<file path="config.mk">
export PLATFORM = sky130hd
export DESIGN_NAME = pmdec_decimator
export DESIGN_NICKNAME = d
export VERILOG_FILES = /design/src/design/pmdec_pkg.sv /design/src/design/pmdec_decimator.sv /design/src/design/pmdec_fifo.sv
export VERILOG_INCLUDE_DIRS = /design/src /design/src/design
export SDC_FILE = /design/constraint.sdc
export NUM_CORES = 2
export LEC_CHECK = 0
export ABC_AREA = 1
export BUFFER_PORTS_ARGS = -buffer_cell sky130_fd_sc_hd__buf_2
export CORE_MARGIN = 2
export CORE_UTILIZATION = 60
export DETAILED_ROUTE_END_ITERATION = 8
export HOLD_SLACK_MARGIN = 0.08
export PLACE_DENSITY = 0.8
export SYNTH_ARGS = -nofsm -noshare
export SYNTH_HDL_FRONTEND = slang
export SYNTH_SLANG_ARGS = --single-unit
</file>
<file path="constraint.sdc">
create_clock -name i_clock -period 16.5 [get_ports i_clock]
set_input_delay 3.3 -clock i_clock [delete_from_list [all_inputs] [get_ports i_clock]]
set_output_delay 3.3 -clock i_clock [all_outputs]
set_load 0.01 [all_outputs]
</file>
<file path="src/design/pmdec_params.svh">
// Constants for the microphone decimator
`ifndef PMDEC_PARAMS_SVH
`define PMDEC_PARAMS_SVH

`define PMDEC_SAMPLE_W 32
`define PMDEC_DEC1 8
`define PMDEC_DEC2 4
`define PMDEC_DEC3 6
`define PMDEC_DCB_SHIFT 9
`define PMDEC_DCB_IN_SHIFT 22
`define PMDEC_SHIFT_RST 6'h00
`define PMDEC_SAT_RST 1'b0
`define PMDEC_FIFO_DEPTH 32
`define PMDEC_CLK_PERIOD_NS 5
`define PMDEC_BIT_RATE_KHZ 3072

`endif

</file>
<file path="src/design/pmdec_pkg.sv">
// Types shared by the microphone decimator files
package pmdec_pkg;

    typedef struct packed {
        logic signed [31:0] ch1;
        logic signed [31:0] ch0;
    } pmdec_frame_t;

    typedef struct packed {
        logic signed [5:0] shift;
        logic sat;
    } pmdec_gain_t;

endpackage : pmdec_pkg

</file>
<file path="src/design/pmdec_decimator.sv">
// Two-channel PDM to 16 kHz PCM decimator with DC blocker and gain
`include "pmdec_params.svh"

module pmdec_decimator
    import pmdec_pkg::*;
(
    input wire logic i_clock,              // 200 MHz system clock
    input wire logic i_arst_n,             // Async reset, active low
    input wire logic i_mic_clk,            // Microphone bit clock
    input wire logic i_mic_data,           // Shared PDM data line
    input wire logic i_cfg_wr,             // Gain write strobe
    input wire logic [31:0] i_cfg_shift,   // Shift argument, low 6 bits signed
    input wire logic [31:0] i_cfg_sat,     // Saturate argument, nonzero enables
    input wire logic i_cfg_rd,             // Gain read strobe
    output logic o_cfg_rd_valid,           // Read answer pulse
    output logic [31:0] o_cfg_shift,       // Read shift, sign extended
    output logic [31:0] o_cfg_sat,         // Read saturate, 0 or 1
    output logic o_pcm_valid,              // PCM frame available
    input wire logic i_pcm_ready,          // Pipeline takes frame
    output pmdec_frame_t o_pcm,            // PCM frame, both channels
    output logic o_overrun                 // Sticky, a frame was lost
);
    localparam int SW = `PMDEC_SAMPLE_W;

    // Pin synchronisers and edge detect
    logic [2:0] clk_sync_reg, clk_sync_next;
    logic [1:0] dat_sync_reg, dat_sync_next;
    logic bit0_reg, bit0_next;
    logic mic_rise, mic_fall;

    always_comb begin
        clk_sync_next = {clk_sync_reg[1:0], i_mic_clk};
        dat_sync_next = {dat_sync_reg[0], i_mic_data};
        mic_rise = clk_sync_reg[1] && !clk_sync_reg[2];
        mic_fall = !clk_sync_reg[1] && clk_sync_reg[2];
        bit0_next = mic_rise ? dat_sync_reg[1] : bit0_reg;
    end

    always_ff @(posedge i_clock or negedge i_arst_n) begin
        if (!i_arst_n) begin
            clk_sync_reg <= 3'h0;
            dat_sync_reg <= 2'h0;
            bit0_reg <= 1'b0;
        end else begin
            clk_sync_reg <= clk_sync_next;
            dat_sync_reg <= dat_sync_next;
            bit0_reg <= bit0_next;
        end
    end

    // Gain configuration
    pmdec_gain_t gain_reg, gain_next;
    logic rd_valid_reg, rd_valid_next;
    logic [31:0] rd_shift_reg, rd_shift_next, rd_sat_reg, rd_sat_next;

    always_comb begin
        gain_next = gain_reg;
        if (i_cfg_wr) begin
            gain_next.shift = i_cfg_shift[5:0];
            gain_next.sat = (i_cfg_sat != 32'h0);
        end
        rd_valid_next = i_cfg_rd;
        rd_shift_next = i_cfg_rd ? 32'(gain_reg.shift) : rd_shift_reg;
        rd_sat_next = i_cfg_rd ? {31'h0, gain_reg.sat} : rd_sat_reg;
    end

    always_ff @(posedge i_clock or negedge i_arst_n) begin
        if (!i_arst_n) begin
            gain_reg <= {`PMDEC_SHIFT_RST, `PMDEC_SAT_RST};
            rd_valid_reg <= 1'b0;
            rd_shift_reg <= 32'h0;
            rd_sat_reg <= 32'h0;
        end else begin
            gain_reg <= gain_next;
            rd_valid_reg <= rd_valid_next;
            rd_shift_reg <= rd_shift_next;
            rd_sat_reg <= rd_sat_next;
        end
    end

    // Power-of-two gain with optional clamp
    function automatic logic signed [SW-1:0] apply_gain(
        input logic signed [SW-1:0] x,
        input logic signed [5:0] sh,
        input logic sat
    );
        logic signed [2*SW-1:0] wide;
        logic signed [2*SW-1:0] hi;
        logic signed [2*SW-1:0] lo;
        wide = 64'(x);
        hi = 64'(32'sh7fffffff);
        lo = -64'(32'sh7fffffff) - 64'sh1;
        if (sh >= 6'sh0) begin
            wide = wide <<< sh;
            if (sat && sh != 6'sh0 && wide > hi) begin
                apply_gain = 32'sh7fffffff;
            end else if (sat && sh != 6'sh0 && wide < lo) begin
                apply_gain = 32'sh80000000;
            end else begin
                apply_gain = wide[SW-1:0];
            end
        end else begin
            apply_gain = x >>> (-sh);
        end
    endfunction : apply_gain

    // Decimation chain, DC blocker and output slot
    logic [2:0] cnt1_reg, cnt1_next;
    logic [1:0] cnt2_reg, cnt2_next;
    logic [2:0] cnt3_reg, cnt3_next;
    logic signed [SW-1:0] acc1_reg [2], acc1_next [2];
    logic signed [SW-1:0] acc2_reg [2], acc2_next [2];
    logic signed [SW-1:0] acc3_reg [2], acc3_next [2];
    logic signed [SW-1:0] xp_reg [2], xp_next [2];
    logic signed [SW-1:0] yp_reg [2], yp_next [2];
    logic signed [SW-1:0] out1 [2], out2 [2], out3 [2], dc_y [2];
    logic signed [SW-1:0] xs [2];
    logic s1_fire, s2_fire, s3_fire;
    pmdec_frame_t pend_reg, pend_next;
    logic pend_valid_reg, pend_valid_next;
    logic overrun_reg, overrun_next;
    logic slot_busy;
    logic fifo_ready;
    logic [1:0] pdm_bit;

    always_comb begin
        cnt1_next = cnt1_reg;
        cnt2_next = cnt2_reg;
        cnt3_next = cnt3_reg;
        acc1_next = acc1_reg;
        acc2_next = acc2_reg;
        acc3_next = acc3_reg;
        xp_next = xp_reg;
        yp_next = yp_reg;
        s1_fire = 1'b0;
        s2_fire = 1'b0;
        s3_fire = 1'b0;
        pdm_bit = {dat_sync_reg[1], bit0_reg};
        for (int c = 0; c < 2; c++) begin
            out1[c] = acc1_reg[c] + (pdm_bit[c] ? 32'sh1 : -32'sh1);
            out2[c] = acc2_reg[c] + out1[c];
            out3[c] = acc3_reg[c] + out2[c];
            // Headroom shift: small sums would stall the pole term's decay
            xs[c] = out3[c] <<< `PMDEC_DCB_IN_SHIFT;
            dc_y[c] = xs[c] - xp_reg[c] + yp_reg[c] - (yp_reg[c] >>> `PMDEC_DCB_SHIFT);
        end
        if (mic_fall) begin
            s1_fire = (cnt1_reg == 3'(`PMDEC_DEC1 - 1));
            cnt1_next = s1_fire ? 3'h0 : cnt1_reg + 3'h1;
            for (int c = 0; c < 2; c++) begin
                acc1_next[c] = s1_fire ? 32'sh0 : out1[c];
            end
        end
        if (s1_fire) begin
            s2_fire = (cnt2_reg == 2'(`PMDEC_DEC2 - 1));
            cnt2_next = s2_fire ? 2'h0 : cnt2_reg + 2'h1;
            for (int c = 0; c < 2; c++) begin
                acc2_next[c] = s2_fire ? 32'sh0 : out2[c];
            end
        end
        if (s2_fire) begin
            s3_fire = (cnt3_reg == 3'(`PMDEC_DEC3 - 1));
            cnt3_next = s3_fire ? 3'h0 : cnt3_reg + 3'h1;
            for (int c = 0; c < 2; c++) begin
                acc3_next[c] = s3_fire ? 32'sh0 : out3[c];
            end
        end
        if (s3_fire) begin
            for (int c = 0; c < 2; c++) begin
                xp_next[c] = xs[c];
                yp_next[c] = dc_y[c];
            end
        end
        // Slot drains into the FIFO; a full FIFO holds it back
        pend_next = pend_reg;
        slot_busy = pend_valid_reg && !fifo_ready;
        pend_valid_next = slot_busy;
        overrun_next = overrun_reg;
        if (s3_fire) begin
            if (slot_busy) begin
                overrun_next = 1'b1;
            end else begin
                pend_valid_next = 1'b1;
                pend_next.ch0 = apply_gain(dc_y[0], gain_reg.shift, gain_reg.sat);
                pend_next.ch1 = apply_gain(dc_y[1], gain_reg.shift, gain_reg.sat);
            end
        end
    end

    always_ff @(posedge i_clock or negedge i_arst_n) begin
        if (!i_arst_n) begin
            cnt1_reg <= 3'h0;
            cnt2_reg <= 2'h0;
            cnt3_reg <= 3'h0;
            for (int c = 0; c < 2; c++) begin
                acc1_reg[c] <= 32'sh0;
                acc2_reg[c] <= 32'sh0;
                acc3_reg[c] <= 32'sh0;
                xp_reg[c] <= 32'sh0;
                yp_reg[c] <= 32'sh0;
            end
            pend_reg <= '0;
            pend_valid_reg <= 1'b0;
            overrun_reg <= 1'b0;
        end else begin
            cnt1_reg <= cnt1_next;
            cnt2_reg <= cnt2_next;
            cnt3_reg <= cnt3_next;
            acc1_reg <= acc1_next;
            acc2_reg <= acc2_next;
            acc3_reg <= acc3_next;
            xp_reg <= xp_next;
            yp_reg <= yp_next;
            pend_reg <= pend_next;
            pend_valid_reg <= pend_valid_next;
            overrun_reg <= overrun_next;
        end
    end

    pmdec_fifo #(
        .WIDTH(2 * SW),
        .DEPTH(`PMDEC_FIFO_DEPTH)
    ) u_fifo (
        .i_clock(i_clock),
        .i_arst_n(i_arst_n),
        .i_in_valid(pend_valid_reg),
        .o_in_ready(fifo_ready),
        .i_in_data(pend_reg),
        .o_out_valid(o_pcm_valid),
        .i_out_ready(i_pcm_ready),
        .o_out_data(o_pcm)
    );

    assign o_cfg_rd_valid = rd_valid_reg;
    assign o_cfg_shift = rd_shift_reg;
    assign o_cfg_sat = rd_sat_reg;
    assign o_overrun = overrun_reg;

    // Checking helpers: events counted between stage outputs
    logic [3:0] n1_reg, n2_reg, n3_reg;
    logic wr_seen_reg;

    always_ff @(posedge i_clock or negedge i_arst_n) begin
        if (!i_arst_n) begin
            n1_reg <= 4'h0;
            n2_reg <= 4'h0;
            n3_reg <= 4'h0;
            wr_seen_reg <= 1'b0;
        end else begin
            n1_reg <= s1_fire ? 4'h0 : n1_reg + 4'(mic_fall);
            n2_reg <= s2_fire ? 4'h0 : n2_reg + 4'(s1_fire);
            n3_reg <= s3_fire ? 4'h0 : n3_reg + 4'(s2_fire);
            wr_seen_reg <= wr_seen_reg || i_cfg_wr;
        end
    end
endmodule : pmdec_decimator

</file>
<file path="src/design/pmdec_fifo.sv">
// Synchronous FIFO with valid/ready on both sides
module pmdec_fifo #(
    parameter int WIDTH = 64,
    parameter int DEPTH = 32
) (
    input wire logic i_clock,              // System clock
    input wire logic i_arst_n,             // Async reset, active low
    input wire logic i_in_valid,           // Write request
    output logic o_in_ready,               // Not full
    input wire logic [WIDTH-1:0] i_in_data, // Write data
    output logic o_out_valid,              // Not empty
    input wire logic i_out_ready,          // Sink takes word
    output logic [WIDTH-1:0] o_out_data    // Head word
);
    localparam int AW = $clog2(DEPTH);

    logic [WIDTH-1:0] mem [DEPTH];
    logic [AW:0] wr_reg, wr_next, rd_reg, rd_next;
    logic full, empty, push, pop;

    always_comb begin
        full = (wr_reg[AW] != rd_reg[AW]) && (wr_reg[AW-1:0] == rd_reg[AW-1:0]);
        empty = (wr_reg == rd_reg);
        push = i_in_valid && !full;
        pop = i_out_ready && !empty;
        wr_next = push ? wr_reg + (AW+1)'(1) : wr_reg;
        rd_next = pop ? rd_reg + (AW+1)'(1) : rd_reg;
    end

    always_ff @(posedge i_clock or negedge i_arst_n) begin
        if (!i_arst_n) begin
            wr_reg <= '0;
            rd_reg <= '0;
        end else begin
            wr_reg <= wr_next;
            rd_reg <= rd_next;
        end
    end

    always_ff @(posedge i_clock) begin
        if (push) begin
            mem[wr_reg[AW-1:0]] <= i_in_data;
        end
    end

    assign o_in_ready = !full;
    assign o_out_valid = !empty;
    assign o_out_data = mem[rd_reg[AW-1:0]];

endmodule : pmdec_fifo

</file>
### After elaboration in Yosys (flattened, before gate mapping)

Memory sizes are Yosys's and may differ from the RTL's.
Cells that the tools add are included.

| word-level totals | value |
|---|---|
| register bits | 383 |
| memory bits (writable) | 2048 |
| input bits | 71 |
| output and inout bits | 131 |
| logic and storage cells | 104 |
| memories kept | 1 |

| cells by class | value |
|---|---|
| $add $sub $neg | 18 |
| magnitude comparators | 5 |
| eq/ne operators | 6 |
| shifts and indexed selects | 4 |
| muxes and demuxes | 23 |
| bitwise gates (word level) | 1 |
| reductions and logical operators | 19 |

Memory list:

| memory | depth | bits a word | read ports | clocked after memory_dff | write ports | line | RTL |
|---|---|---|---|---|---|---|---|
| u_fifo.mem | 32 | 64 | 1 | 0 | 1 | pmdec_fifo.sv:17 | `logic [WIDTH-1:0] mem [DEPTH];` |

Operators by type and width:

| kind | number |
|---|---|
| 32-bit 2-to-1 mux | 14 |
| 32-bit adder | 8 |
| 64-bit by 32-bit greater-than comparator with 1-bit output (second input constant) | 2 |
| 64-bit by 32-bit less-than comparator with 1-bit output (second input constant) | 2 |
| 32-bit by 6-bit <<< shifter with 64-bit output | 2 |
| 32-bit by 6-bit >>> shifter with 32-bit output | 2 |
| 32-bit by 23-bit subtractor with 32-bit output | 2 |
| 32-bit subtractor | 2 |
| 32-bit nonzero test | 1 |
| 6-bit by 1-bit adder with 6-bit output (second input constant) | 2 |
| 1-bit logical AND | 11 |
| 3-bit by 1-bit adder with 3-bit output (second input constant) | 2 |
| 3-bit equality test (second input constant) | 2 |
| 6-bit equality test | 1 |
| 6-bit by 1-bit greater-or-equal comparator with 1-bit output (second input constant) | 1 |
| 1-bit 2-to-1 mux | 6 |
| 3-bit 2-to-1 mux | 2 |
| 6-bit negation | 1 |
| 6-bit nonzero test | 1 |
| 5-bit equality test | 1 |
| 1-bit zero test | 4 |
| 2-bit AND reduction | 2 |
| 2-bit by 1-bit adder with 2-bit output (second input constant) | 1 |
| 2-bit equality test (second input constant) | 1 |
| other kinds (3) | 3 |

### Depth between registers and ports, before layout

| logic depth | value |
|---|---|
| word-level depth | 13 |
| depth in mapped cells | 49 |
| gate-level depth less buffers | 48 |

### By module

A second synthesis with hierarchy kept.

| unflattened totals | value |
|---|---|
| cells, all modules | 11312 |
| area, all modules | 109946.7 um^2 |

Modules (own cells, without submodules):

| module | instances | cells an instance | area each (um^2) | seq. area each (um^2) |
|---|---|---|---|---|
| pmdec_fifo | 1 | 6919 | 82451.6 | 61799.3 |
| pmdec_decimator | 1 | 4393 | 27495.1 | 5980.7 |

### Least setup slack after synthesis

Ideal clock, no wire load.

| timing | value |
|---|---|
| path type | register to register |
| from | register dat_sync_reg[1] |
| to | register pend_reg[57] (netlist bit) |
| setup time | 0.118 ns |
| arrival time | 6.400 ns |
| required time | 16.382 ns |
| path slack | 9.982 ns |
| stages on the path, launching flop included | 46 |
| buffers on the path | 1 |
| clock period less this slack | 6.518 ns |
| path through | dfrtp_1 -> inv_1 -> ha_1 -> nand2_1 -> nand2_1 -> a31oi_1 -> xnor2_1 -> ha_1 -> nand2_1 -> o21ai_0 -> a21oi_1 -> o21ai_0 -> xor2_1 -> inv_1 -> ha_1 -> a21o_1 -> o21bai_1 -> xnor2_1 -> (+10 left out) -> nand3_1 -> nand3_1 -> nand2_1 -> nand2_1 -> and2_1 -> a21boi_1 -> o21ai_0 -> nand2_1 -> nand3_1 -> nor2_1 -> nand2_1 -> nor2_1 -> nand2_1 -> nand2_2 -> buf_6 -> nand3_1 -> nand3_1 -> nand2_1 |

RTL lines:

| what | line | RTL |
|---|---|---|
| from (decl) | pmdec_decimator.sv:27 | `logic [1:0] dat_sync_reg, dat_sync_next;` |
| from (signal assigned) | pmdec_decimator.sv:46 | `dat_sync_reg <= dat_sync_next;` |
| to (signal assigned) | pmdec_decimator.sv:214 | `pend_reg <= pend_next;` |
| to (decl) | pmdec_decimator.sv:119 | `pmdec_frame_t pend_reg, pend_next;` |

==> flow_summary_export.csv <==
group,metric,value,unit
outcome,run_status,"completed",
drt,drt-pass1-iter-count,8,
layout,nFillCells,12560,
sta,skew,0.05946,ns
global_route,grt_first_pass_wirelength,463400,um
clock_network,postCtsHoldBufs,0,
sta,slew_headroom,8.202,%
global_route,track_usage,34.03,%
global_route,grt-ovfl-total,0,
floorplan,die_h,425,um
worst_setup_path,crit_fanout,162,
sta,setup_viol,0,
drt,routed_wl,313400,um
clock_network,cts_made_buffers,217,
synthesis,synth_warnings,0,
placed_design,hpwl,171600,um
pwr,peakVddDrop,0.0002960,V
clock_network,cts_tree,"done",
global_route,grt_max_degree,262,
synthesis,netlist_instances,9920,
clock_network,clock_latency,0.90,ns
layout,areaGrowthSynthToFinish,8.975,%
sta,hold_viol,0,
pwr,power_density,201.2,mW/mm^2
synthesis,synth_top_area_share,57.83,%
global_route,grt_pass1_vias,76670,
floorplan,initial_core_util,60.38,%
synthesis,netlist_area,0.1063,sq mm
synthesis,synthFlopType,"edfxtp_1",
floorplan,die_w,425,um
sta,timing.fmax,0.1048,GHz
floorplan,io_pins,202,
placed_design,port_buffers,144,
worst_setup_path,worstSetupEndpointType,"primary output",
pwr,p_sw_share,46.49,%
sta,tightest_slew,1.377,ns
hold_path,hp-class,"reg2reg",
drt,post_drt_wl_per_cell,25.51,um
placed_design,gp_congestion,0.9999,
clock_network,clkTransAtPathRegs,0.06,ns
synthesis,synthArstFlopShare,10.92,%
worst_setup_path,critPathKind,"reg2out",
pwr,leakage,0.03785,uW
clock_network,cts_resized,0,
synthesis,ys_seq_elements,2299,
sta,fin_setup_tns,0,ns
worst_setup_path,crit_required,13.20,ns
pwr,p_int,12470,uW
flow_run,cap_viol_max_count,0,
clock_network,cts_max_level,4,
placed_design,place_ws,7.913,ns
layout,layout_common_cells,"2048 x edfxtp_1, 1445 x nand2_1, 1412 x o21ai_0, 1312 x nor2_1, 545 x nand3_1",
worst_setup_path,critPathArrivalTime,6.24,ns
synthesis,seq_area_frac_synth,63.74,%
layout,multi_input_area,0.03414,sq mm
sta,min_period,9.545,ns
layout,final_nets,10080,
floorplan,rows,154,
layout,stdcell_count,12290,
sta,rsz0062_at_grt,"no",
drt,ant_nets,0,
synthesis,synth_edf_count,2048,
drt,num_vias,80570,
global_route,antenna_found_initial,4,
drt,drtIter0Drc,13450,
clock_network,root_buffer,"clkbuf_16",
drt,drc_errors,0,
drt,via_per_inst,6.557,
layout,regArea,0.06780,sq mm
clock_network,clock_sinks,2299,
worst_setup_path,cp-start-kind,"flip-flop",
sta,fin_crit_sh,57.85,%
synthesis,synthDistinctLibCells,72,
sta,fin_ws,6.955,ns
placed_design,place_inst,11880,
pwr,p_comb_share,50.2,%
pwr,p_sw,10840,uW
layout,layout_commonest_cell,"edfxtp_1",
pwr,clockPowerShare,22.0,%
pwr,seq_power_share,27.7,%
clock_network,postCtsSetupRepairBufs,0,
layout,largest_reg_flops,2048,
synthesis,ys_top_cells_by_area,"edfxtp_1 58%, o21ai_0 6.6%, dfrtp_1 5.9%",
clock_network,cts_buffer_depth,3,
layout,drive_above_1_share,7.753,%
floorplan,dieArea,0.1806,sq mm
floorplan,coreArea,0.1761,sq mm
synthesis,yosys.area.top_type,"edfxtp_1",
sta,maxSlewViolCount,0,
synthesis,avgSynthCellArea,10.72,sq um
-- layout make-up --
type | instances | share of cell area, %
inverter | 516 | 1.702
clock buffer | 267 | 4.919
tap | 2340 | 2.526
clock inverter | 138 | 1.395
antenna | 3 | 0.006478
timing repair buffer | 270 | 1.490
multi-input combinational | 6454 | 29.46
sequential | 2299 | 58.50
-- kinds of logic after synthesis --
logic type,share of synthesized area (%)
and+or+nand+nor,13.67
adders and majority gates,3.243
DFF,63.74
other,0.003526
xor gates and xnor gates,0.8059
buffers and inverters,4.552
muxes,0.1506
AOI/OAI and AO/OA,13.84
-- per-layer routing --
| metal | up-vias | global-route usage [%] | part of all wire, % |
|---|---|---|---|
| met5 | - | 0 | 0 |
| met2 | 5758 | 53.75 | 46 |
| li1 | 35140 | - | - |
| met4 | 0 | 15.46 | 5.2 |
| met3 | 1061 | 6.806 | 12 |
| met1 | 38610 | 45.90 | 36 |
-- power groups by stage --
stage	sequential, uW	clock [uW]	combinational (uW)
final	6470	5140	11700
after global routing	6470	5360	12800
after CTS	6460	5150	11400
after detailed placement	6580	0	11300
after global placement	6580	0	11100
after floorplan	6460	0	8190
-- metrics by stage --
stage	total power [uW]	instance area, sq um	utilization (%)	hold slack [ns]
3_5_place_dp	17880	108600	61.64	0.3380
5_1_grt	24630	115900	65.80	0.3766
3_3_place_gp	17680	108600	61.64	0.3386
4_1_cts	23000	115900	65.80	0.3635
6_report	23310	115900	65.80	0.3582
2_1_floorplan	14650	106500	-	0.3312
-- worst max-delay path: stages, from the launching register on --
cell,delay [ns]
dfrtp_4,0.84
inv_8,0.93
buf_4,0.85
buf_4,0.93
o21ai_0,0.21
o22ai_1,0.18
a21oi_1,0.10
a31oi_1,0.89
buf_2,0.30
-- synth_stat cells, types with 13 or more instances --
cell and instances:
a21boi_0 14, a21oi_1 246, a221o_1 13, a221oi_1 40, a22o_1 16, a31oi_1 45, a32oi_1 32, a41oi_1 13
buf_1 41, buf_2 36, buf_4 62, clkbuf_1 533, dfrtp_1 251, edfxtp_1 2048, fa_1 46, ha_1 202
inv_1 484, inv_2 20, mux2i_1 16, nand2_1 1446, nand2_2 22, nand3_1 545, nand3_2 24, nand4_1 35
nor2_1 1346, nor3_1 48, nor4_1 16, o211ai_1 21, o21a_1 16, o21ai_0 1412, o21ai_1 39, o21bai_1 18
o221ai_1 182, o22ai_1 354, or2_2 14, xnor2_1 28, xor2_1 68
-- path summary, 6_finish.rpt --
| kind | from | to | slack, ns | cells after the start |
|---|---|---|---|---|
| min in group asynchronous | i_arst_n | acc2_reg[1]$_DFFE_PN0P_ | 2.42 | 1 |
| setup reg to reg | dat_sync_reg[1]$_DFF_PN0_ | pend_reg[62]$_DFFE_PN0P_ | 7.80 | 43 |
| hold reg to reg | clk_sync_reg[0]$_DFF_PN0_ | clk_sync_reg[1]$_DFF_PN0_ | 0.36 | 0 |
| setup / recovery | u_fifo.rd_reg[1]$_DFFE_PN0P_ | o_pcm[8] | 6.96 | 8 |
| hold / removal | clk_sync_reg[0]$_DFF_PN0_ | clk_sync_reg[1]$_DFF_PN0_ | 0.36 | 0 |
| max in group asynchronous | i_arst_n | u_fifo.rd_reg[2]$_DFFE_PN0P_ | 11.90 | 3 |
No activity file was read; power rests on OpenSTA's default activity.
